[config.mk]
export PLATFORM = sky130hd
export DESIGN_NAME = sp_serial_port
export DESIGN_NICKNAME = d
export VERILOG_FILES = /design/src/sp_pkg.sv /design/src/sp_rate_if.sv /design/src/sp_serial_port.sv /design/src/sp_rate_gen.sv
export SDC_FILE = /design/constraint.sdc
export NUM_CORES = 1
export LEC_CHECK = 0
export BUFFER_PORTS_ARGS = -buffer_cell sky130_fd_sc_hd__buf_2
export CAP_MARGIN = 25
export CORE_AREA = 5 5 104 106
export CTS_CLUSTER_SIZE = 12
export DETAILED_ROUTE_END_ITERATION = 8
export DIE_AREA = 0 0 109 111
export SETUP_SLACK_MARGIN = 0.2
export SLEW_MARGIN = 20
export SYNTH_ARGS = -nofsm -noshare
export SYNTH_HDL_FRONTEND = slang
export SYNTH_SLANG_ARGS = --single-unit
[constraint.sdc]
create_clock -name clock -period 2.5 [get_ports clock]
set_input_delay 0.125 -clock clock [delete_from_list [all_inputs] [get_ports clock]]
set_output_delay 0.125 -clock clock [all_outputs]
set_load 0.01 [all_outputs]
[src/sp_pkg.sv]
// Shared constants of the serial port: register map, field layout and timing.
// Assumes a single system clock that is also the oscillator clock.
`default_nettype none

package sp_pkg;

    // ****************************************
    // Register map
    // ****************************************

    // Word offsets on the register port.
    localparam logic [1:0] ADDR_CTRL = 2'h0;
    localparam logic [1:0] ADDR_BUF = 2'h1;
    localparam logic [1:0] ADDR_AUX = 2'h2;

    // Field positions in serial_control_reg.
    localparam int CTRL_MODE_HI = 7;
    localparam int CTRL_MODE_LO = 6;
    localparam int CTRL_SM2 = 5;
    localparam int CTRL_REN = 4;
    localparam int CTRL_TB8 = 3;
    localparam int CTRL_RB8 = 2;
    localparam int CTRL_TI = 1;
    localparam int CTRL_RI = 0;
    // Field position of the rate doubling bit in the auxiliary register.
    localparam int AUX_DOUBLE = 0;

    // Reset values.
    localparam logic [7:0] CTRL_RESET = 8'h00;
    localparam logic [7:0] AUX_RESET = 8'h00;

    // Mode field codes.
    localparam logic [1:0] MODE_SYNC = 2'h0;
    localparam logic [1:0] MODE_ASYNC = 2'h1;

    // ****************************************
    // Timing
    // ****************************************

    // Shift clock phases in oscillator clocks: data lead, then low time.
    localparam logic [3:0] M0_FAST_LEAD = 4'h1;
    localparam logic [3:0] M0_FAST_LOW = 4'h2;
    localparam logic [3:0] M0_FAST_LAST = 4'h3;
    localparam logic [3:0] M0_SLOW_LEAD = 4'h3;
    localparam logic [3:0] M0_SLOW_LOW = 4'h6;
    localparam logic [3:0] M0_SLOW_LAST = 4'hb;

    // Index of the last data bit of a byte.
    localparam logic [2:0] LAST_DATA_BIT = 3'h7;
    // Index of the stop bit among the ten bit times of an async frame.
    localparam logic [3:0] ASYNC_STOP_IDX = 4'h9;
    // Last state of the divide-by-16 counter.
    localparam logic [3:0] DIV_LAST = 4'hf;
    // Counter states of the three votes (8th, 9th and 10th states).
    localparam logic [3:0] VOTE_FIRST = 4'h7;
    localparam logic [3:0] VOTE_LAST = 4'h9;

endpackage

`default_nettype wire

[src/sp_rate_if.sv]
// Rate signals between the serial port core and its rate generator.
// Assumes both ends run on the same clock.
`timescale 1ns/10ps
`default_nettype none

interface sp_rate_if;
    logic m0_run; // Shift clock sequence is running.
    logic m0_fast; // Quarter rate selected.
    logic m0_bit_start; // Pulse: first clock of a bit time.
    logic m0_fall; // Pulse: shift clock is to go low.
    logic m0_rise; // Pulse: shift clock is to go high.
    logic m0_bit_end; // Pulse: last clock of a bit time.
    logic ovf; // Timer overflow pulse.
    logic rate_double; // Sixteenth divisor selected.
    logic sample_tick; // Pulse at sixteen times the bit rate.

    modport gen(
        input m0_run, m0_fast, ovf, rate_double,
        output m0_bit_start, m0_fall, m0_rise, m0_bit_end, sample_tick
    );
    modport core(
        output m0_run, m0_fast, ovf, rate_double,
        input m0_bit_start, m0_fall, m0_rise, m0_bit_end, sample_tick
    );
endinterface

`default_nettype wire

[src/sp_serial_port.sv]
// Serial port: synchronous shift mode and ten-bit asynchronous mode.
// Assumes a one-cycle timer overflow pulse on the system clock.
//
// Overview of operation
// - One address: writes transmit, reads receive buffer.
// - Sync mode: data on rxd, clock on txd.
// - Sync mode: eight bits, least significant first.
// - Sync rate: twelfth or quarter by bit five.
// - Buffer write starts eight-bit shift out.
// - Fast: data lead one, clock low two.
// - Slow: data lead three, clock low six.
// - Sync transmit flag after last bit.
// - Sync receive needs enable high, flag low.
// - Sync receive flag after last rise; halts.
// - Async frame: start, eight bits, stop.
// - Stop bit goes into ninth-bit field.
// - Async rate from timer overflow pulses.
// - Transmit bits on divide-by-16 rollovers.
// - Transmit flag at tenth rollover.
// - Receiver watches falling edge at 16x.
// - Start edge resets receive divide-by-16 counter.
// - Bit is majority of three samples.
// - Start bit voted high aborts reception.
// - Load buffer only when flag clear, checks pass.
// - After stop middle, hunt next edge.
//
// Added by the designer: the address-and-strobe port and the register offsets.
`timescale 1ns/10ps
`default_nettype none

module sp_serial_port (
    input wire logic clock,
    input wire logic rst_n,
    input wire logic [1:0] reg_addr,
    input wire logic [7:0] reg_wdata,
    input wire logic reg_wr,
    input wire logic reg_rd,
    output logic [7:0] reg_rdata,
    input wire logic timer_ovf,
    input wire logic rxd_in,
    output logic rxd_out,
    output logic rxd_oe,
    output logic txd_out
);

    // ****************************************
    // Types and declarations
    // ****************************************

    typedef enum logic [1:0] {M0_IDLE, M0_TX, M0_RX} sp_m0_state_e;
    typedef enum logic {RX_HUNT, RX_BITS} sp_rx_state_e;

    // Control and auxiliary register fields.
    logic [1:0] mode; // Operating mode.
    logic sm2; // Rate select in sync mode, stop check in async mode.
    logic ren; // Receive enable.
    logic tb8; // Ninth transmit bit, stored only.
    logic received_ninth_bit; // Stop bit of the last accepted frame.
    logic tx_done_flag; // Transmission complete.
    logic rx_done_flag; // Reception complete.
    logic rate_double; // Sixteenth divisor of the overflow.

    logic [7:0] serial_buffer; // Receive buffer register.

    // Sync mode state.
    sp_m0_state_e m0_state;
    sp_m0_state_e next_m0_state;
    logic [7:0] m0_shift; // Shared shift register.
    logic [2:0] m0_count; // Bits done.

    // Async transmit state.
    logic [3:0] tx_div; // Free-running divide-by-16.
    logic tx_busy; // Frame in progress.
    logic [9:0] tx_shift; // Frame bits, start bit first.
    logic [3:0] tx_idx; // Bits driven so far.

    // Async receive state.
    sp_rx_state_e rx_state;
    logic [3:0] rx_div; // Divide-by-16 aligned to the start edge.
    logic [3:0] rx_idx; // Bit time within the frame.
    logic [1:0] rx_votes; // First two samples of the current bit.
    logic [7:0] rx_data; // Bits assembled so far.
    logic rxd_prev; // Line level at the previous tick.

    // Pin synchroniser; the first stage feeds only the second.
    logic rxd_meta;
    logic rxd_s;

    sp_rate_if rif();

    // ****************************************
    // Register decode
    // ****************************************

    wire is_m0 = (mode == sp_pkg::MODE_SYNC);
    wire is_m1 = (mode == sp_pkg::MODE_ASYNC);
    wire sel_ctrl = (reg_addr == sp_pkg::ADDR_CTRL);
    wire sel_buf = (reg_addr == sp_pkg::ADDR_BUF);
    wire sel_aux = (reg_addr == sp_pkg::ADDR_AUX);
    wire wr_ctrl = reg_wr && sel_ctrl;
    wire wr_buf = reg_wr && sel_buf;
    wire wr_aux = reg_wr && sel_aux;
    wire [7:0] ctrl_value = {mode, sm2, ren, tb8, received_ninth_bit, tx_done_flag, rx_done_flag};
    wire [7:0] aux_value = {7'h00, rate_double};
    // Unmapped offsets read as zero.
    wire [7:0] read_mux = sel_ctrl ? ctrl_value :
                          sel_buf ? serial_buffer :
                          sel_aux ? aux_value : 8'h00;

    // ****************************************
    // Rate generator
    // ****************************************

    assign rif.m0_run = (m0_state != M0_IDLE);
    assign rif.m0_fast = sm2;
    assign rif.ovf = timer_ovf;
    assign rif.rate_double = rate_double;

    sp_rate_gen sp_rate_gen_i (
        .clock(clock),
        .rst_n(rst_n),
        .rif(rif)
    );

    // ****************************************
    // Synchroniser
    // ****************************************

    // Two stages before the async receiver looks at the pin; sync receive reads it directly.
    always_ff @(posedge clock or negedge rst_n) begin
        if (!rst_n) begin
            rxd_meta <= 1'b1;
            rxd_s <= 1'b1;
        end else begin
            rxd_meta <= rxd_in;
            rxd_s <= rxd_meta;
        end
    end

    // ****************************************
    // Sync mode control
    // ****************************************

    wire m0_idle = (m0_state == M0_IDLE);
    wire m0_tx_go = is_m0 && m0_idle && wr_buf;
    // A write wins over a pending reception start.
    wire m0_rx_go = is_m0 && m0_idle && !wr_buf && ren && !rx_done_flag;
    wire m0_last = rif.m0_bit_end && (m0_count == sp_pkg::LAST_DATA_BIT);
    wire m0_tx_done = (m0_state == M0_TX) && m0_last;
    wire m0_last_rise = rif.m0_rise && (m0_count == sp_pkg::LAST_DATA_BIT);
    wire m0_rx_done = (m0_state == M0_RX) && m0_last_rise;
    // Incoming bit appended at the top so the first bit ends at bit 0.
    // The partner is clocked by our own shift clock, so the pin is synchronous here;
    // the two-stage lag would miss the two-clock low time of the fast rate.
    wire [7:0] m0_rx_next = {rxd_in, m0_shift[7:1]};

    // Next state of the shift sequencer; leaving sync mode aborts it.
    always_comb begin
        next_m0_state = m0_state;
        case (m0_state)
            M0_IDLE: begin
                if (m0_tx_go) begin
                    next_m0_state = M0_TX;
                end else if (m0_rx_go) begin
                    next_m0_state = M0_RX;
                end
            end
            M0_TX, M0_RX: begin
                if (m0_last) begin
                    next_m0_state = M0_IDLE;
                end
            end
            default: begin
                next_m0_state = M0_IDLE;
            end
        endcase
        if (!is_m0) begin
            next_m0_state = M0_IDLE;
        end
    end

    // State register.
    always_ff @(posedge clock or negedge rst_n) begin
        if (!rst_n) begin
            m0_state <= M0_IDLE;
        end else begin
            m0_state <= next_m0_state;
        end
    end

    // Bit counter for both directions.
    always_ff @(posedge clock or negedge rst_n) begin
        if (!rst_n) begin
            m0_count <= 3'h0;
        end else if (m0_idle) begin
            m0_count <= 3'h0;
        end else if (rif.m0_bit_end) begin
            m0_count <= m0_count + 3'h1;
        end
    end

    // Shift register: out at each bit end, in at each rising clock.
    always_ff @(posedge clock or negedge rst_n) begin
        if (!rst_n) begin
            m0_shift <= 8'h00;
        end else if (m0_tx_go) begin
            m0_shift <= reg_wdata;
        end else if (m0_state == M0_TX && rif.m0_bit_end) begin
            m0_shift <= {1'b0, m0_shift[7:1]};
        end else if (m0_state == M0_RX && rif.m0_rise) begin
            m0_shift <= m0_rx_next;
        end
    end

    // ****************************************
    // Async transmitter
    // ****************************************

    // Bits leave on the counter rollover, never on the write itself.
    wire tx_roll = rif.sample_tick && (tx_div == sp_pkg::DIV_LAST);
    wire tx_start = is_m1 && wr_buf && !tx_busy;
    wire tx_stop_now = tx_busy && tx_roll && (tx_idx == sp_pkg::ASYNC_STOP_IDX);
    wire m1_tx_done = is_m1 && tx_stop_now;

    // Free-running divide-by-16 of the oversampling tick.
    always_ff @(posedge clock or negedge rst_n) begin
        if (!rst_n) begin
            tx_div <= 4'h0;
        end else if (rif.sample_tick) begin
            tx_div <= tx_div + 4'h1;
        end
    end

    // Frame shifter; a write during a frame starts nothing and is lost.
    always_ff @(posedge clock or negedge rst_n) begin
        if (!rst_n) begin
            tx_busy <= 1'b0;
            tx_shift <= 10'h3ff;
            tx_idx <= 4'h0;
        end else if (!is_m1) begin
            tx_busy <= 1'b0;
            tx_idx <= 4'h0;
        end else if (tx_start) begin
            tx_busy <= 1'b1;
            tx_shift <= {1'b1, reg_wdata, 1'b0};
            tx_idx <= 4'h0;
        end else if (tx_busy && tx_roll) begin
            tx_shift <= {1'b1, tx_shift[9:1]};
            tx_idx <= tx_idx + 4'h1;
            tx_busy <= !tx_stop_now;
        end
    end

    // ****************************************
    // Async receiver
    // ****************************************

    wire rx_hunting = (rx_state == RX_HUNT);
    wire rx_fall = rif.sample_tick && rxd_prev && !rxd_s;
    wire rx_begin = is_m1 && ren && rx_hunting && rx_fall;
    wire rx_sample = rif.sample_tick && (rx_div >= sp_pkg::VOTE_FIRST) && (rx_div <= sp_pkg::VOTE_LAST);
    wire rx_vote_now = !rx_hunting && rif.sample_tick && (rx_div == sp_pkg::VOTE_LAST);
    // Two of three samples decide the bit.
    wire rx_bit = (rx_votes[1] & rx_votes[0]) | (rx_votes[1] & rxd_s) | (rx_votes[0] & rxd_s);
    wire rx_at_start = (rx_idx == 4'h0);
    wire rx_at_stop = (rx_idx == sp_pkg::ASYNC_STOP_IDX);
    wire rx_abort = rx_vote_now && rx_at_start && rx_bit;
    wire rx_frame_end = rx_vote_now && rx_at_stop;
    wire m1_rx_accept = rx_frame_end && !rx_done_flag && (!sm2 || rx_bit);

    // Line history for the edge detector.
    always_ff @(posedge clock or negedge rst_n) begin
        if (!rst_n) begin
            rxd_prev <= 1'b1;
        end else if (rif.sample_tick) begin
            rxd_prev <= rxd_s;
        end
    end

    // Hunt and frame states; dropping the enable abandons a frame.
    always_ff @(posedge clock or negedge rst_n) begin
        if (!rst_n) begin
            rx_state <= RX_HUNT;
        end else begin
            case (rx_state)
                RX_HUNT: begin
                    if (rx_begin) begin
                        rx_state <= RX_BITS;
                    end
                end
                RX_BITS: begin
                    if (!is_m1 || !ren || rx_abort || rx_frame_end) begin
                        rx_state <= RX_HUNT;
                    end
                end
                default: begin
                    rx_state <= RX_HUNT;
                end
            endcase
        end
    end

    // Counter restarts on the start edge so slices line up with bits.
    always_ff @(posedge clock or negedge rst_n) begin
        if (!rst_n) begin
            rx_div <= 4'h0;
        end else if (rx_begin || rx_hunting) begin
            rx_div <= 4'h0;
        end else if (rif.sample_tick) begin
            rx_div <= rx_div + 4'h1;
        end
    end

    // Samples, bit index and data assembly.
    always_ff @(posedge clock or negedge rst_n) begin
        if (!rst_n) begin
            rx_votes <= 2'h0;
            rx_idx <= 4'h0;
            rx_data <= 8'h00;
        end else if (rx_hunting) begin
            rx_idx <= 4'h0;
        end else if (rx_vote_now) begin
            rx_idx <= rx_idx + 4'h1;
            if (!rx_at_start && !rx_at_stop) begin
                rx_data <= {rx_bit, rx_data[7:1]};
            end
        end else if (rx_sample) begin
            rx_votes <= {rx_votes[0], rxd_s};
        end
    end

    // ****************************************
    // Registers seen by software
    // ****************************************

    // Control fields and the rate doubling bit; only software writes them.
    always_ff @(posedge clock or negedge rst_n) begin
        if (!rst_n) begin
            {mode, sm2, ren, tb8} <= sp_pkg::CTRL_RESET[7:3];
            rate_double <= sp_pkg::AUX_RESET[sp_pkg::AUX_DOUBLE];
        end else begin
            if (wr_ctrl) begin
                mode <= reg_wdata[sp_pkg::CTRL_MODE_HI:sp_pkg::CTRL_MODE_LO];
                sm2 <= reg_wdata[sp_pkg::CTRL_SM2];
                ren <= reg_wdata[sp_pkg::CTRL_REN];
                tb8 <= reg_wdata[sp_pkg::CTRL_TB8];
            end
            if (wr_aux) begin
                rate_double <= reg_wdata[sp_pkg::AUX_DOUBLE];
            end
        end
    end

    // Completion flags: set by hardware, cleared only by software.
    always_ff @(posedge clock or negedge rst_n) begin
        if (!rst_n) begin
            tx_done_flag <= sp_pkg::CTRL_RESET[sp_pkg::CTRL_TI];
            rx_done_flag <= sp_pkg::CTRL_RESET[sp_pkg::CTRL_RI];
        end else begin
            if (m0_tx_done || m1_tx_done) begin
                tx_done_flag <= 1'b1;
            end else if (wr_ctrl) begin
                tx_done_flag <= reg_wdata[sp_pkg::CTRL_TI];
            end
            if (m0_rx_done || m1_rx_accept) begin
                rx_done_flag <= 1'b1;
            end else if (wr_ctrl) begin
                rx_done_flag <= reg_wdata[sp_pkg::CTRL_RI];
            end
        end
    end

    // Receive buffer behind the shared buffer address, and the received ninth bit.
    always_ff @(posedge clock or negedge rst_n) begin
        if (!rst_n) begin
            serial_buffer <= 8'h00;
            received_ninth_bit <= sp_pkg::CTRL_RESET[sp_pkg::CTRL_RB8];
        end else begin
            if (m0_rx_done) begin
                serial_buffer <= m0_rx_next;
            end else if (m1_rx_accept) begin
                serial_buffer <= rx_data;
            end
            if (m1_rx_accept) begin
                received_ninth_bit <= rx_bit;
            end else if (wr_ctrl) begin
                received_ninth_bit <= reg_wdata[sp_pkg::CTRL_RB8];
            end
        end
    end

    // Read data stand for exactly one cycle after the strobe.
    always_ff @(posedge clock or negedge rst_n) begin
        if (!rst_n) begin
            reg_rdata <= 8'h00;
        end else begin
            reg_rdata <= reg_rd ? read_mux : 8'h00;
        end
    end

    // ****************************************
    // Pins
    // ****************************************

    // Data pin is driven only while shifting out; the partner drives it on receive.
    always_ff @(posedge clock or negedge rst_n) begin
        if (!rst_n) begin
            rxd_oe <= 1'b0;
            rxd_out <= 1'b1;
        end else begin
            rxd_oe <= (next_m0_state == M0_TX);
            if (m0_state == M0_TX && rif.m0_bit_start) begin
                rxd_out <= m0_shift[0];
            end
        end
    end

    // Transmit pin: shift clock in sync mode, frame line in async mode.
    always_ff @(posedge clock or negedge rst_n) begin
        if (!rst_n) begin
            txd_out <= 1'b1;
        end else if (is_m0) begin
            if (rif.m0_fall) begin
                txd_out <= 1'b0;
            end else if (rif.m0_rise || m0_idle) begin
                txd_out <= 1'b1;
            end
        end else if (is_m1 && tx_busy && tx_roll) begin
            txd_out <= tx_shift[0];
        end else if (!is_m1 || !tx_busy) begin
            txd_out <= 1'b1;
        end
    end

endmodule

`default_nettype wire

[src/sp_rate_gen.sv]
// Rate generator: shift clock phases and async oversampling tick.
// Assumes the timer overflow is a one-cycle pulse on the same clock.
`timescale 1ns/10ps
`default_nettype none

module sp_rate_gen (
    input wire logic clock,
    input wire logic rst_n,
    sp_rate_if.gen rif
);

    // ****************************************
    // Shift clock phase counter
    // ****************************************

    logic [3:0] phase; // Clock within the current bit time.
    logic ovf_half; // Toggles on each overflow for the halved rate.

    // Phase points of the selected rate.
    wire [3:0] lead = rif.m0_fast ? sp_pkg::M0_FAST_LEAD : sp_pkg::M0_SLOW_LEAD;
    wire [3:0] low = rif.m0_fast ? sp_pkg::M0_FAST_LOW : sp_pkg::M0_SLOW_LOW;
    wire [3:0] last = rif.m0_fast ? sp_pkg::M0_FAST_LAST : sp_pkg::M0_SLOW_LAST;
    wire [3:0] rise_at = 4'(lead + low);

    assign rif.m0_bit_start = rif.m0_run && (phase == 4'h0);
    assign rif.m0_fall = rif.m0_run && (phase == lead);
    assign rif.m0_rise = rif.m0_run && (phase == rise_at);
    assign rif.m0_bit_end = rif.m0_run && (phase == last);

    // The counter sits at zero while idle so every byte starts aligned.
    always_ff @(posedge clock or negedge rst_n) begin
        if (!rst_n) begin
            phase <= 4'h0;
        end else if (!rif.m0_run || rif.m0_bit_end) begin
            phase <= 4'h0;
        end else begin
            phase <= phase + 4'h1;
        end
    end

    // ****************************************
    // Oversampling tick
    // ****************************************

    // Every overflow when doubled, every second overflow otherwise.
    assign rif.sample_tick = rif.ovf && (rif.rate_double || ovf_half);

    // Prescaler for the thirty-second divisor.
    always_ff @(posedge clock or negedge rst_n) begin
        if (!rst_n) begin
            ovf_half <= 1'b0;
        end else if (rif.ovf) begin
            ovf_half <= !ovf_half;
        end
    end

endmodule

`default_nettype wire

==> impl_metrics.tcl, run 1 <==
set metrics [dict create \
    width_of_the_die_um 109 \
    synth_edf_count 0 \
    global_route.usage.total 0.158 \
    cts_buffers 9 \
    setup-violations-final 0 \
    drv_slew 0 \
    io_buffers 26 \
    yosysWarningCount 0 \
    core.rowCount 36 \
    dp_hpwl_um 6350 \
    timing.fmax_mhz 487 \
    die-area_sq_um 12100 \
    cp_data_arrival_time_ps 2270 \
    pin_count 27 \
    timing.rr.start "m0_state[0]" \
    power.switching_fraction 0.275 \
    setup_total_negative_slack_ps 0 \
    hold_path_class "in2reg" \
    multi_input_comb_area_sq_um 2060 \
    grt_first_pass_wirelength_um 15100 \
    timing.critical_path.to_type "flop" \
    power_density_nw_per_um2 685 \
    final-seq-area_sq_um 2170 \
    power.net_switching_uw 917 \
    crit_start "m0_state[0]" \
    seq_power_share 0.529 \
    timing.setup.critical_path_class "reg2reg" \
    drt-pass1-iter-count 4 \
    synth_area_leaders "sky130_fd_sc_hd__dfrtp_1 42%, sky130_fd_sc_hd__mux2_2 9.7%, sky130_fd_sc_hd__dfstp_2 8.5%" \
    postCtsSetupBuffers 0 \
    clock_power_share 0.301 \
    globalRouteOverflowTotal 0 \
    syn-instance-count 363 \
    cts.reportedPaths.clkPinSlew_ps 90 \
    cts.htree.levels 3 \
    run_status "finished, final reports clean" \
    finClkSkew_ps 14.9 \
    timing.slew.headroom 0.629 \
    cap_violations 0 \
    worst-slew-pin-transition_ps 554 \
    grt_antenna_before_repair 0 \
    drt_first_iter_violations 133 \
    report.final.hold_viol_count 0 \
    clock_tree.buffer_depth 2 \
    grt_pass1_vias 2925 \
    start_util 0.446 \
    finalWeightedCongestion 0.883 \
    routed_wl_um 8870 \
    detail_route.vias_per_cell 5.25 \
    nFillCells 856 \
    drc 0 \
    tritoncts "yes" \
    detail-route-antenna-nets 0 \
    mappedNetlistNets 396 \
    num_antenna_cells 0 \
    cts.sinks 86 \
    period_share 0.822 \
    async_reset_ff_frac 1.00 \
    cell_internal_pwr_mw 2.42 \
    design.core.area_sq_um 9680 \
    netlist-cell-type-count 53 \
    wp_data_required_ps 2720 \
    syn_avg_cell_area_sq_um 11.9 \
    avgRoutedWirePerCell_um 16.5 \
    nature_of_the_critical_path_startpoint "flop" \
    period_minus_slack_ps 2050 \
    worst_hold_startpoint "reg_wdata[5]" \
    via_count 2818 \
    hold_slack_ps 22.6 \
    vdd_drop_max_v 0.000336 \
    largest_net_degree_at_the_start_of_global_routing 48 \
    power_frac_comb 0.170 \
    finish.net_count 432 \
    drive_above_1_share 0.304 \
    synth_seq_cells 86 \
    power.leakage_nw 2.23 \
    synth_largest_area_cell "sky130_fd_sc_hd__dfrtp_1" \
    rsz_0062_raised_after_global_routing "no" \
    critical_path.max_fanout 17 \
    worst_skew_pair.late_latency_ps 360 \
    layout-area-overhead-vs-synth_pct 12.8 \
    ys_seq_area_frac 0.503 \
    synthesis.area_sq_um 4320 \
    die_h_um 111 \
    clk_root_buffer_cell "sky130_fd_sc_hd__clkbuf_8" \
    yosys_top_cell_area_share 0.417 \
    synth_ff_type "sky130_fd_sc_hd__dfrtp_1" \
]
-- synth_stat cells (4+ instances only) --
cell	number
sky130_fd_sc_hd__xnor2_1	8
sky130_fd_sc_hd__dfstp_2	14
sky130_fd_sc_hd__nor2b_1	9
sky130_fd_sc_hd__a21oi_1	6
sky130_fd_sc_hd__nand2_1	22
sky130_fd_sc_hd__inv_1	14
sky130_fd_sc_hd__mux2_4	14
sky130_fd_sc_hd__dfrtp_1	72
sky130_fd_sc_hd__nand3b_1	5
sky130_fd_sc_hd__ha_1	17
sky130_fd_sc_hd__and2_1	9
sky130_fd_sc_hd__mux2i_1	12
sky130_fd_sc_hd__nor2_1	23
sky130_fd_sc_hd__nand4_1	6
sky130_fd_sc_hd__mux2_2	37
sky130_fd_sc_hd__o21ai_0	8
sky130_fd_sc_hd__clkbuf_1	4
sky130_fd_sc_hd__nor3_1	8
sky130_fd_sc_hd__a31oi_1	11
sky130_fd_sc_hd__nand3_1	14
sky130_fd_sc_hd__xor2_1	7
-- final cells by class --
| cell class | count | share of cell area |
|---|---|---|
| timing repair buffer | 34 | 0.0437 |
| multi-input combinational | 254 | 0.423 |
| clock inverter | 6 | 0.0141 |
| tap | 133 | 0.0342 |
| clock buffer | 10 | 0.0283 |
| inverter | 14 | 0.0108 |
| sequential | 86 | 0.446 |
-- stage by stage --
stage	power [mW]	instance area, sq um	cells	utilization	setup WS (ps)
2_1_floorplan	2.15	4320	363	-	778
3_3_place_gp	2.33	4620	518	0.477	515
3_5_place_dp	2.35	4620	518	0.477	344
4_1_cts	3.38	4860	537	0.502	334
5_1_grt	3.53	4870	537	0.503	307
6_report	3.33	4870	537	0.503	446
-- logic make-up after synthesis --
kind of cell               Yosys count  synth area share
DFF                                 86             0.503
adders and majority gates           18            0.0516
and+or+nand+nor                    112             0.139
AOI/OAI and AO/OA                   46            0.0806
muxes                               63             0.173
xor gates and xnor gates            15            0.0304
buffers and inverters               23            0.0226
-- flip-flops by register name (all words and copies together), names as in the netlist, 2 cells and up --
register and cells:
rx_div 4, rx_data 8, serial_buffer 8, sp_rate_gen_i.phase 4
rx_votes 2, reg_rdata 8, tx_div 4, rx_idx 4
tx_idx 4, m0_state 2, tx_shift 9, m0_shift 8
mode 2, m0_count 3
-- what timing repair did --
item                       in CTS  in global routing
setup endpoints to repair       0                  6
resized for setup               0                  1
hold endpoints to repair       33                  0
hold buffers                    3                  0
-- final timing paths --
| path | to | slack (ps) | cells after the start |
|---|---|---|---|
| max reg2reg | serial_buffer[5] | 450 | 7 |
| min in group asynchronous | m0_shift[6] | 280 | 2 |
| max in group asynchronous | rxd_prev | 1530 | 3 |
| max | serial_buffer[5] | 450 | 7 |
| min reg2reg | rxd_s | 360 | 0 |
| min | rif.m0_fast | 20 | 3 |
-- placed cells by master (no fill, tap or decap), types with 3 or more instances in the layout --
cell type                       instances
sky130_fd_sc_hd__a21oi_1                6
sky130_fd_sc_hd__a31oi_1               11
sky130_fd_sc_hd__and2_1                 9
sky130_fd_sc_hd__buf_2                 25
sky130_fd_sc_hd__buf_4                  5
sky130_fd_sc_hd__clkbuf_8              10
sky130_fd_sc_hd__dfrtp_1               72
sky130_fd_sc_hd__dfstp_2               14
sky130_fd_sc_hd__dlygate4sd3_1          3
sky130_fd_sc_hd__ha_1                  17
sky130_fd_sc_hd__inv_1                 14
sky130_fd_sc_hd__mux2_2                37
sky130_fd_sc_hd__mux2_4                14
sky130_fd_sc_hd__mux2i_1               12
sky130_fd_sc_hd__nand2_1               22
sky130_fd_sc_hd__nand3_1               14
sky130_fd_sc_hd__nand3b_1               5
sky130_fd_sc_hd__nand4_1                6
sky130_fd_sc_hd__nor2_1                23
sky130_fd_sc_hd__nor2b_1                9
sky130_fd_sc_hd__nor3_1                 8
sky130_fd_sc_hd__nor3b_1                3
sky130_fd_sc_hd__o21ai_0                8
sky130_fd_sc_hd__xnor2_1                8
sky130_fd_sc_hd__xor2_1                 7
-- power groups by stage --
stage                     clock [mW]  sequential [mW]  combinational (mW)
after floorplan                    0             1.73               0.420
after global placement             0             1.78               0.546
after detailed placement           0             1.79               0.569
after CTS                       1.04             1.76               0.577
after global routing            1.10             1.79               0.634
final                           1.00             1.76               0.567
-- worst max-delay path: stages, from the launching register on --
cell	delay, ps
sky130_fd_sc_hd__dfrtp_1	410
sky130_fd_sc_hd__inv_1	100
sky130_fd_sc_hd__ha_1	280
sky130_fd_sc_hd__buf_4	200
sky130_fd_sc_hd__nor2b_1	300
sky130_fd_sc_hd__o2111ai_4	360
sky130_fd_sc_hd__nor2_1	220
sky130_fd_sc_hd__a31oi_1	60
-- layer usage --
| layer | share of wire | global-route usage |
|---|---|---|
| met1 | 0.50 | 0.232 |
| met4 | 0.022 | 0.0547 |
| met2 | 0.44 | 0.234 |
| met5 | 0 | 0 |
| met3 | 0.042 | 0.0262 |
Note: power is estimated with default switching activity, not from simulation.
==> inputs of run 2 (changes only) <==
- ABC_AREA: default -> 1
- CORE_AREA: 5 5 104 106 -> 5 5 105 107
- DIE_AREA: 0 0 109 111 -> 0 0 110 112
- clock period: 2.5 -> 2.05 ns (I/O delays scaled with it)
==> run 2 against run 1 <==
Sequential cell count unchanged. Total power up 7.8%. Hold slack better by 6.4 ps. Sequential power up 12%. Critical path type unchanged. Critical endpoint is now m0_shift[6]. Largest cell class unchanged.
==> impl_metrics.tcl, run 2 <==
set metrics [dict create \
    grt_pass1_vias 3301 \
    nature_of_the_critical_path_startpoint "flop" \
    core.rowCount 37 \
    globalRouteOverflowTotal 0 \
    width_of_the_die_um 110 \
    cap_violations 0 \
    ys_seq_area_frac 0.494 \
    finalWeightedCongestion 0.799 \
    detail-route-antenna-nets 0 \
    pin_count 27 \
    power_density_nw_per_um2 730 \
    report.final.hold_viol_count 0 \
    tritoncts "yes" \
    seq_power_share 0.550 \
    syn-instance-count 513 \
    num_antenna_cells 0 \
    yosysWarningCount 0 \
    routed_wl_um 9270 \
    timing.setup.critical_path_class "reg2reg" \
    most-common-layout-cells "139 x sky130_fd_sc_hd__nand2_1, 72 x sky130_fd_sc_hd__dfrtp_1, 62 x sky130_fd_sc_hd__inv_1" \
    period_share 0.828 \
    place_area_sq_um 4660 \
    timing.critical_path.to_type "flop" \
    start_util 0.437 \
    power.switching_fraction 0.295 \
    power.net_switching_mw 1.06 \
    synth_area_leaders "sky130_fd_sc_hd__dfrtp_1 41%, sky130_fd_sc_hd__nand2_1 12%, sky130_fd_sc_hd__dfstp_2 8.4%" \
    period_minus_slack_ps 1700 \
    synthesis.area_sq_um 4390 \
    cell_internal_pwr_mw 2.53 \
    finClkSkew_ps 9.35 \
    async_reset_ff_frac 1.00 \
    mappedNetlistNets 546 \
    cts_buffers 9 \
    drv_slew 0 \
    critical_path.max_fanout 20 \
    setup_total_negative_slack_ps 0 \
    setup-violations-final 0 \
    rsz_0062_raised_after_global_routing "no" \
    timing.slew.headroom 0.720 \
    largest-register "tx_shift" \
    die-area_sq_um 12300 \
    finalNonFillerCells 695 \
    layout-area-overhead-vs-synth_pct 12.1 \
    run_status "finished, final reports clean" \
    cts.reportedPaths.clkPinSlew_ps 80 \
    drc 0 \
    final_common_cell "sky130_fd_sc_hd__nand2_1" \
    placement.setup.worst_slack_ps 290 \
    io_buffers 26 \
    yosysMostFrequentCell "sky130_fd_sc_hd__nand2_1" \
    netlist-cell-type-count 34 \
    global_route.usage.total 0.166 \
    yosys_top_cell_area_share 0.410 \
    grt_antenna_before_repair 0 \
    clk_root_buffer_cell "sky130_fd_sc_hd__clkbuf_8" \
    worst-slew-pin-transition_ps 419 \
    wp_data_required_ps 2340 \
    post-layout-total-power_mw 3.59 \
    synth_edf_count 0 \
    synth_largest_area_cell "sky130_fd_sc_hd__dfrtp_1" \
    grt_first_pass_wirelength_um 16000 \
    avgRoutedWirePerCell_um 13.3 \
    place_inst 671 \
    most_frequent_cells_after_synthesis "139 x sky130_fd_sc_hd__nand2_1, 72 x sky130_fd_sc_hd__dfrtp_1, 62 x sky130_fd_sc_hd__inv_1" \
    design.core.area_sq_um 10000 \
    cts.htree.levels 3 \
    syn_avg_cell_area_sq_um 8.56 \
    largest_net_degree_at_the_start_of_global_routing 67 \
    fin_area_sq_um 4920 \
    timing.final.ws_setup_ps 353 \
    synth_seq_cells 86 \
    worst_skew_pair.late_latency_ps 360 \
    hold_path_class "in2reg" \
    synth_ff_type "sky130_fd_sc_hd__dfrtp_1" \
    cts.sinks 86 \
    dp_hpwl_um 6870 \
    drt-pass1-iter-count 5 \
    vdd_drop_max_v 0.000320 \
    clock_tree.buffer_depth 2 \
    die_h_um 112 \
    power.leakage_nw 2.41 \
    flip_flop_count_of_the_largest_register_after_layout 9 \
    finish.net_count 587 \
    power_frac_comb 0.137 \
    clock_power_share 0.313 \
    cp_data_arrival_time_ps 1980 \
    detail_route.vias_per_cell 4.80 \
    via_count 3337 \
    timing.fmax_mhz 589 \
    drive_above_1_share 0.182 \
    drt_first_iter_violations 164 \
]
## run 2: cell types whose count changed after synthesis, sizes merged, moves of 11 or more
cell,change
nand2,+128
inv,+56
mux2,-51
nand3,+42
o21ai,+41
a21oi,+12
mux2i,-12
a31oi,-11
## run 2: layout make-up
type                       count  area, sq um
inverter                      70          265
fill                         985         5120
timing repair buffer          35          223
tap                          136          170
clock inverter                 6         45.0
multi-input combinational    352         1910
clock buffer                  10          138
sequential                    86         2170
## run 2: path summary, 6_finish.rpt
kind,slack (ps),depth (start not counted),from,end
max in group asynchronous,1210,3,rst_n,tx_shift[7]
hold / removal,30,3,reg_wdata[7],tx_shift[8]
min in group asynchronous,170,2,rst_n,rx_div[1]
setup reg to reg,350,7,m0_state[0],m0_shift[6]
setup / recovery,350,7,m0_state[0],m0_shift[6]
hold reg to reg,380,0,rxd_meta,rxd_s
## run 2: timing repair
item | in CTS | in global routing
hold endpoints to repair | 65 | 0
setup buffers | 0 | 3
gates resized for setup | 0 | 1
hold buffers | 4 | 0
setup endpoints to repair | 0 | 18
## run 2: routing by layer
layer	part of all wire	wire length, um	vias to the layer above	GRT usage
met5	0	0	-	0
met4	0.018	166	0	0.0590
met3	0.038	356	13	0.0365
met2	0.45	4190	54	0.250
met1	0.49	4550	1543	0.234
li1	-	-	1727	-
## run 2: cells by family after synthesis
kind of cell | Yosys count | share of synthesized area
adder cells (fa/ha/maj) | 17 | 0.0485
buffers and inverters | 76 | 0.0727
XOR/XNOR | 8 | 0.0160
flip-flops | 86 | 0.494
AND/OR/NAND/NOR | 252 | 0.276
AO/OA/AOI/OAI | 74 | 0.0926
## run 2: worst max-delay path, stage by stage, from the launching register on
cell	delay, ps
sky130_fd_sc_hd__dfrtp_1	420
sky130_fd_sc_hd__inv_1	80
sky130_fd_sc_hd__ha_1	280
sky130_fd_sc_hd__inv_4	150
sky130_fd_sc_hd__nor2_4	60
sky130_fd_sc_hd__nand2_4	180
sky130_fd_sc_hd__nand3_2	260
sky130_fd_sc_hd__o21ai_2	190
## run 2: per-stage QoR
| stage | hold slack [ps] | util |
|---|---|---|
| 3_3_place_gp | 11.5 | 0.464 |
| 6_report | 29.0 | 0.490 |
| 4_1_cts | 13.6 | 0.486 |
| 3_5_place_dp | 7.72 | 0.464 |
| 5_1_grt | 41.3 | 0.490 |
| 2_1_floorplan | -193 | - |
## run 2: power groups by stage
stage / Clock [mW] / Sequential, mW / Combinational [mW]
final: 1.12 / 1.98 / 0.493
after floorplan: 0 / 1.98 / 0.348
after detailed placement: 0 / 2.01 / 0.496
after CTS: 1.16 / 1.97 / 0.504
after global routing: 1.25 / 1.99 / 0.572
after global placement: 0 / 2.00 / 0.484
==> inputs of run 3 (changes only) <==
- clock period: 2.05 -> 1.8 ns (I/O delays scaled with it)
==> run 3 against run 2 <==
Hold slack hardly changed. Final cell count is 1.6% higher. Sequential share of layout area is 2.0 points lower. Sequential power is 14% higher. Count of clock-buffer cells in the layout stayed put. Critical path depth is 1 higher. Design area is 4.9% higher. Via count is 3.4% higher. Global-route usage is 0.19 points higher. Non-clock buffer count is 9 higher. Routed wire length is 5.0% higher. Combinational power is 24% higher. Largest power group unchanged. Highest routed layer unchanged.
==> impl_metrics.tcl, run 3 (synthesis gave the netlist of run 2 again) <==
set metrics [dict create \
    core.rowCount 37 \
    cts.reportedPaths.clkPinSlew_ps 90 \
    largest-register "tx_shift" \
    dp_hpwl_um 6930 \
    cp_data_arrival_time_ps 1780 \
    start_util 0.437 \
    clock_tree.buffer_depth 2 \
    width_of_the_die_um 110 \
    detail_route.vias_per_cell 4.89 \
    cts.htree.levels 3 \
    finish.net_count 598 \
    period_minus_slack_ps 1540 \
    cts.sinks 86 \
    worst_skew_pair.late_latency_ps 350 \
    period_share 0.857 \
    setup_total_negative_slack_ps 0 \
    run_status "finished, final reports clean" \
    grt_antenna_before_repair 0 \
    clk_root_buffer_cell "sky130_fd_sc_hd__clkbuf_8" \
    timing.critical_path.to_type "flop" \
    io_buffers 26 \
    hold_path_class "in2reg" \
    routed_wl_um 9730 \
    timing.slew.headroom 0.682 \
    via_count 3449 \
    num_antenna_cells 0 \
    drc 0 \
    grt_pass1_vias 3355 \
    most-common-layout-cells "136 x sky130_fd_sc_hd__nand2_1, 71 x sky130_fd_sc_hd__dfrtp_1, 60 x sky130_fd_sc_hd__inv_1" \
    cap_violations 0 \
    power_density_nw_per_um2 823 \
    reg2regPathDepth 8 \
    timing.setup.critical_path_class "reg2reg" \
    drv_slew 0 \
    power.leakage_nw 2.51 \
    setup.reg_to_reg.worst_slack_ps 260 \
    final_util 0.514 \
    pin_count 27 \
    crit_start "rx_div[1]" \
    nFillCells 941 \
    critical_path.max_fanout 5 \
    avgRoutedWirePerCell_um 13.8 \
    grt_first_pass_wirelength_um 16200 \
    global_route.usage.total 0.168 \
    crit_end "serial_buffer[0]" \
    wp_data_required_ps 2040 \
    largest_net_degree_at_the_start_of_global_routing 33 \
    timing.fmax_mhz 648 \
    cts_buffers 9 \
    finClkSkew_ps 14.5 \
    flip_flop_count_of_the_largest_register_after_layout 9 \
    detail-route-antenna-nets 0 \
    worst-slew-pin-transition_ps 475 \
    finalWeightedCongestion 0.832 \
    post-layout-total-power_mw 4.25 \
    drt-pass1-iter-count 4 \
    nature_of_the_critical_path_startpoint "flop" \
    worstReg2RegEnd "serial_buffer[0]" \
    rsz_0062_raised_after_global_routing "yes" \
    die-area_sq_um 12300 \
    globalRouteOverflowTotal 0 \
    drt_first_iter_violations 182 \
    drive_above_1_share 0.225 \
    die_h_um 112 \
    vdd_drop_max_v 0.000418 \
    design.core.area_sq_um 10000 \
    tritoncts "yes" \
    setup-violations-final 0 \
    layout-area-overhead-vs-synth_pct 17.6 \
    final_common_cell "sky130_fd_sc_hd__nand2_1" \
    report.final.hold_viol_count 0 \
    timing.rr.start "rx_div[1]" \
]
==> run 3: cell types whose count changed in the layout (fill, tap and decap cells not counted), moves of 2 or more <==
cell	change
sky130_fd_sc_hd__buf_4	+7
sky130_fd_sc_hd__nand3_1	-6
sky130_fd_sc_hd__nand3_2	+4
sky130_fd_sc_hd__nand2_1	-3
sky130_fd_sc_hd__nand3_4	+3
sky130_fd_sc_hd__nor2_1	-3
sky130_fd_sc_hd__nor2_4	+3
sky130_fd_sc_hd__inv_1	-2
sky130_fd_sc_hd__inv_4	+2
sky130_fd_sc_hd__nand2_4	+2
==> run 3: how the worst min path moves through the flow <==
stage,start,endpoint,cells past startpoint
after floorplan,rst_n,m0_count[0],0
after global placement,rst_n,rx_div[3],1
after detailed placement,rst_n,rx_div[3],1
after CTS,reg_wdata[7],tx_shift[8],3
after global routing,reg_wdata[7],tx_shift[8],3
final,reg_wdata[7],tx_shift[8],3
==> run 3: area by class of cell <==
| type | instances | area (sq um) | area share |
|---|---|---|---|
| sequential | 86 | 2170 | 0.421 |
| multi-input combinational | 354 | 2050 | 0.396 |
| timing repair buffer | 44 | 307 | 0.0594 |
| inverter | 70 | 270 | 0.0524 |
| tap | 136 | 170 | 0.0330 |
| clock buffer | 10 | 128 | 0.0247 |
| clock inverter | 6 | 70.1 | 0.0136 |
==> run 3: timing repair <==
| item | in CTS | in global routing |
|---|---|---|
| endpoints found under the setup margin | 28 | 38 |
| pin swaps | 4 | 3 |
| gates resized for setup | 7 | 24 |
| setup buffers | 3 | 4 |
| endpoints found under the hold margin | 27 | 0 |
| hold buffers | 4 | 0 |
| gates cloned | 2 | 1 |
==> run 3: power breakdown <==
part / total [mW] / switching (mW) / internal (mW)
logic: 0.609 / 0.372 / 0.237
registers: 2.25 / 0.129 / 2.12
clock network: 1.39 / 0.739 / 0.652
total: 4.25 / 1.24 / 3.01
==> run 3: stage by stage <==
step	setup WS [ps]	cell area, sq um	cells	hold slack, ps
6_report	257	5160	706	28.6
5_1_grt	163	5160	706	13.7
4_1_cts	214	5020	701	16.3
3_5_place_dp	78.8	4700	676	64.2
3_3_place_gp	162	4700	676	61.4
2_1_floorplan	262	4390	513	-206
==> run 3: worst max-delay path, stage by stage, from the launching register on <==
cell                      delay (ps)
sky130_fd_sc_hd__dfrtp_1         390
sky130_fd_sc_hd__inv_1            80
sky130_fd_sc_hd__ha_1            160
sky130_fd_sc_hd__nand3_2         140
sky130_fd_sc_hd__nor2_8          210
sky130_fd_sc_hd__buf_6           150
sky130_fd_sc_hd__nand3_4         100
sky130_fd_sc_hd__nand3_1         110
sky130_fd_sc_hd__nand3_1          80
==> run 3: layer usage <==
metal	wire (um)	part of all wire	GRT usage
met4	301	0.031	0.0815
met1	4710	0.48	0.235
met5	0	0	0
met3	348	0.036	0.0336
met2	4380	0.45	0.246
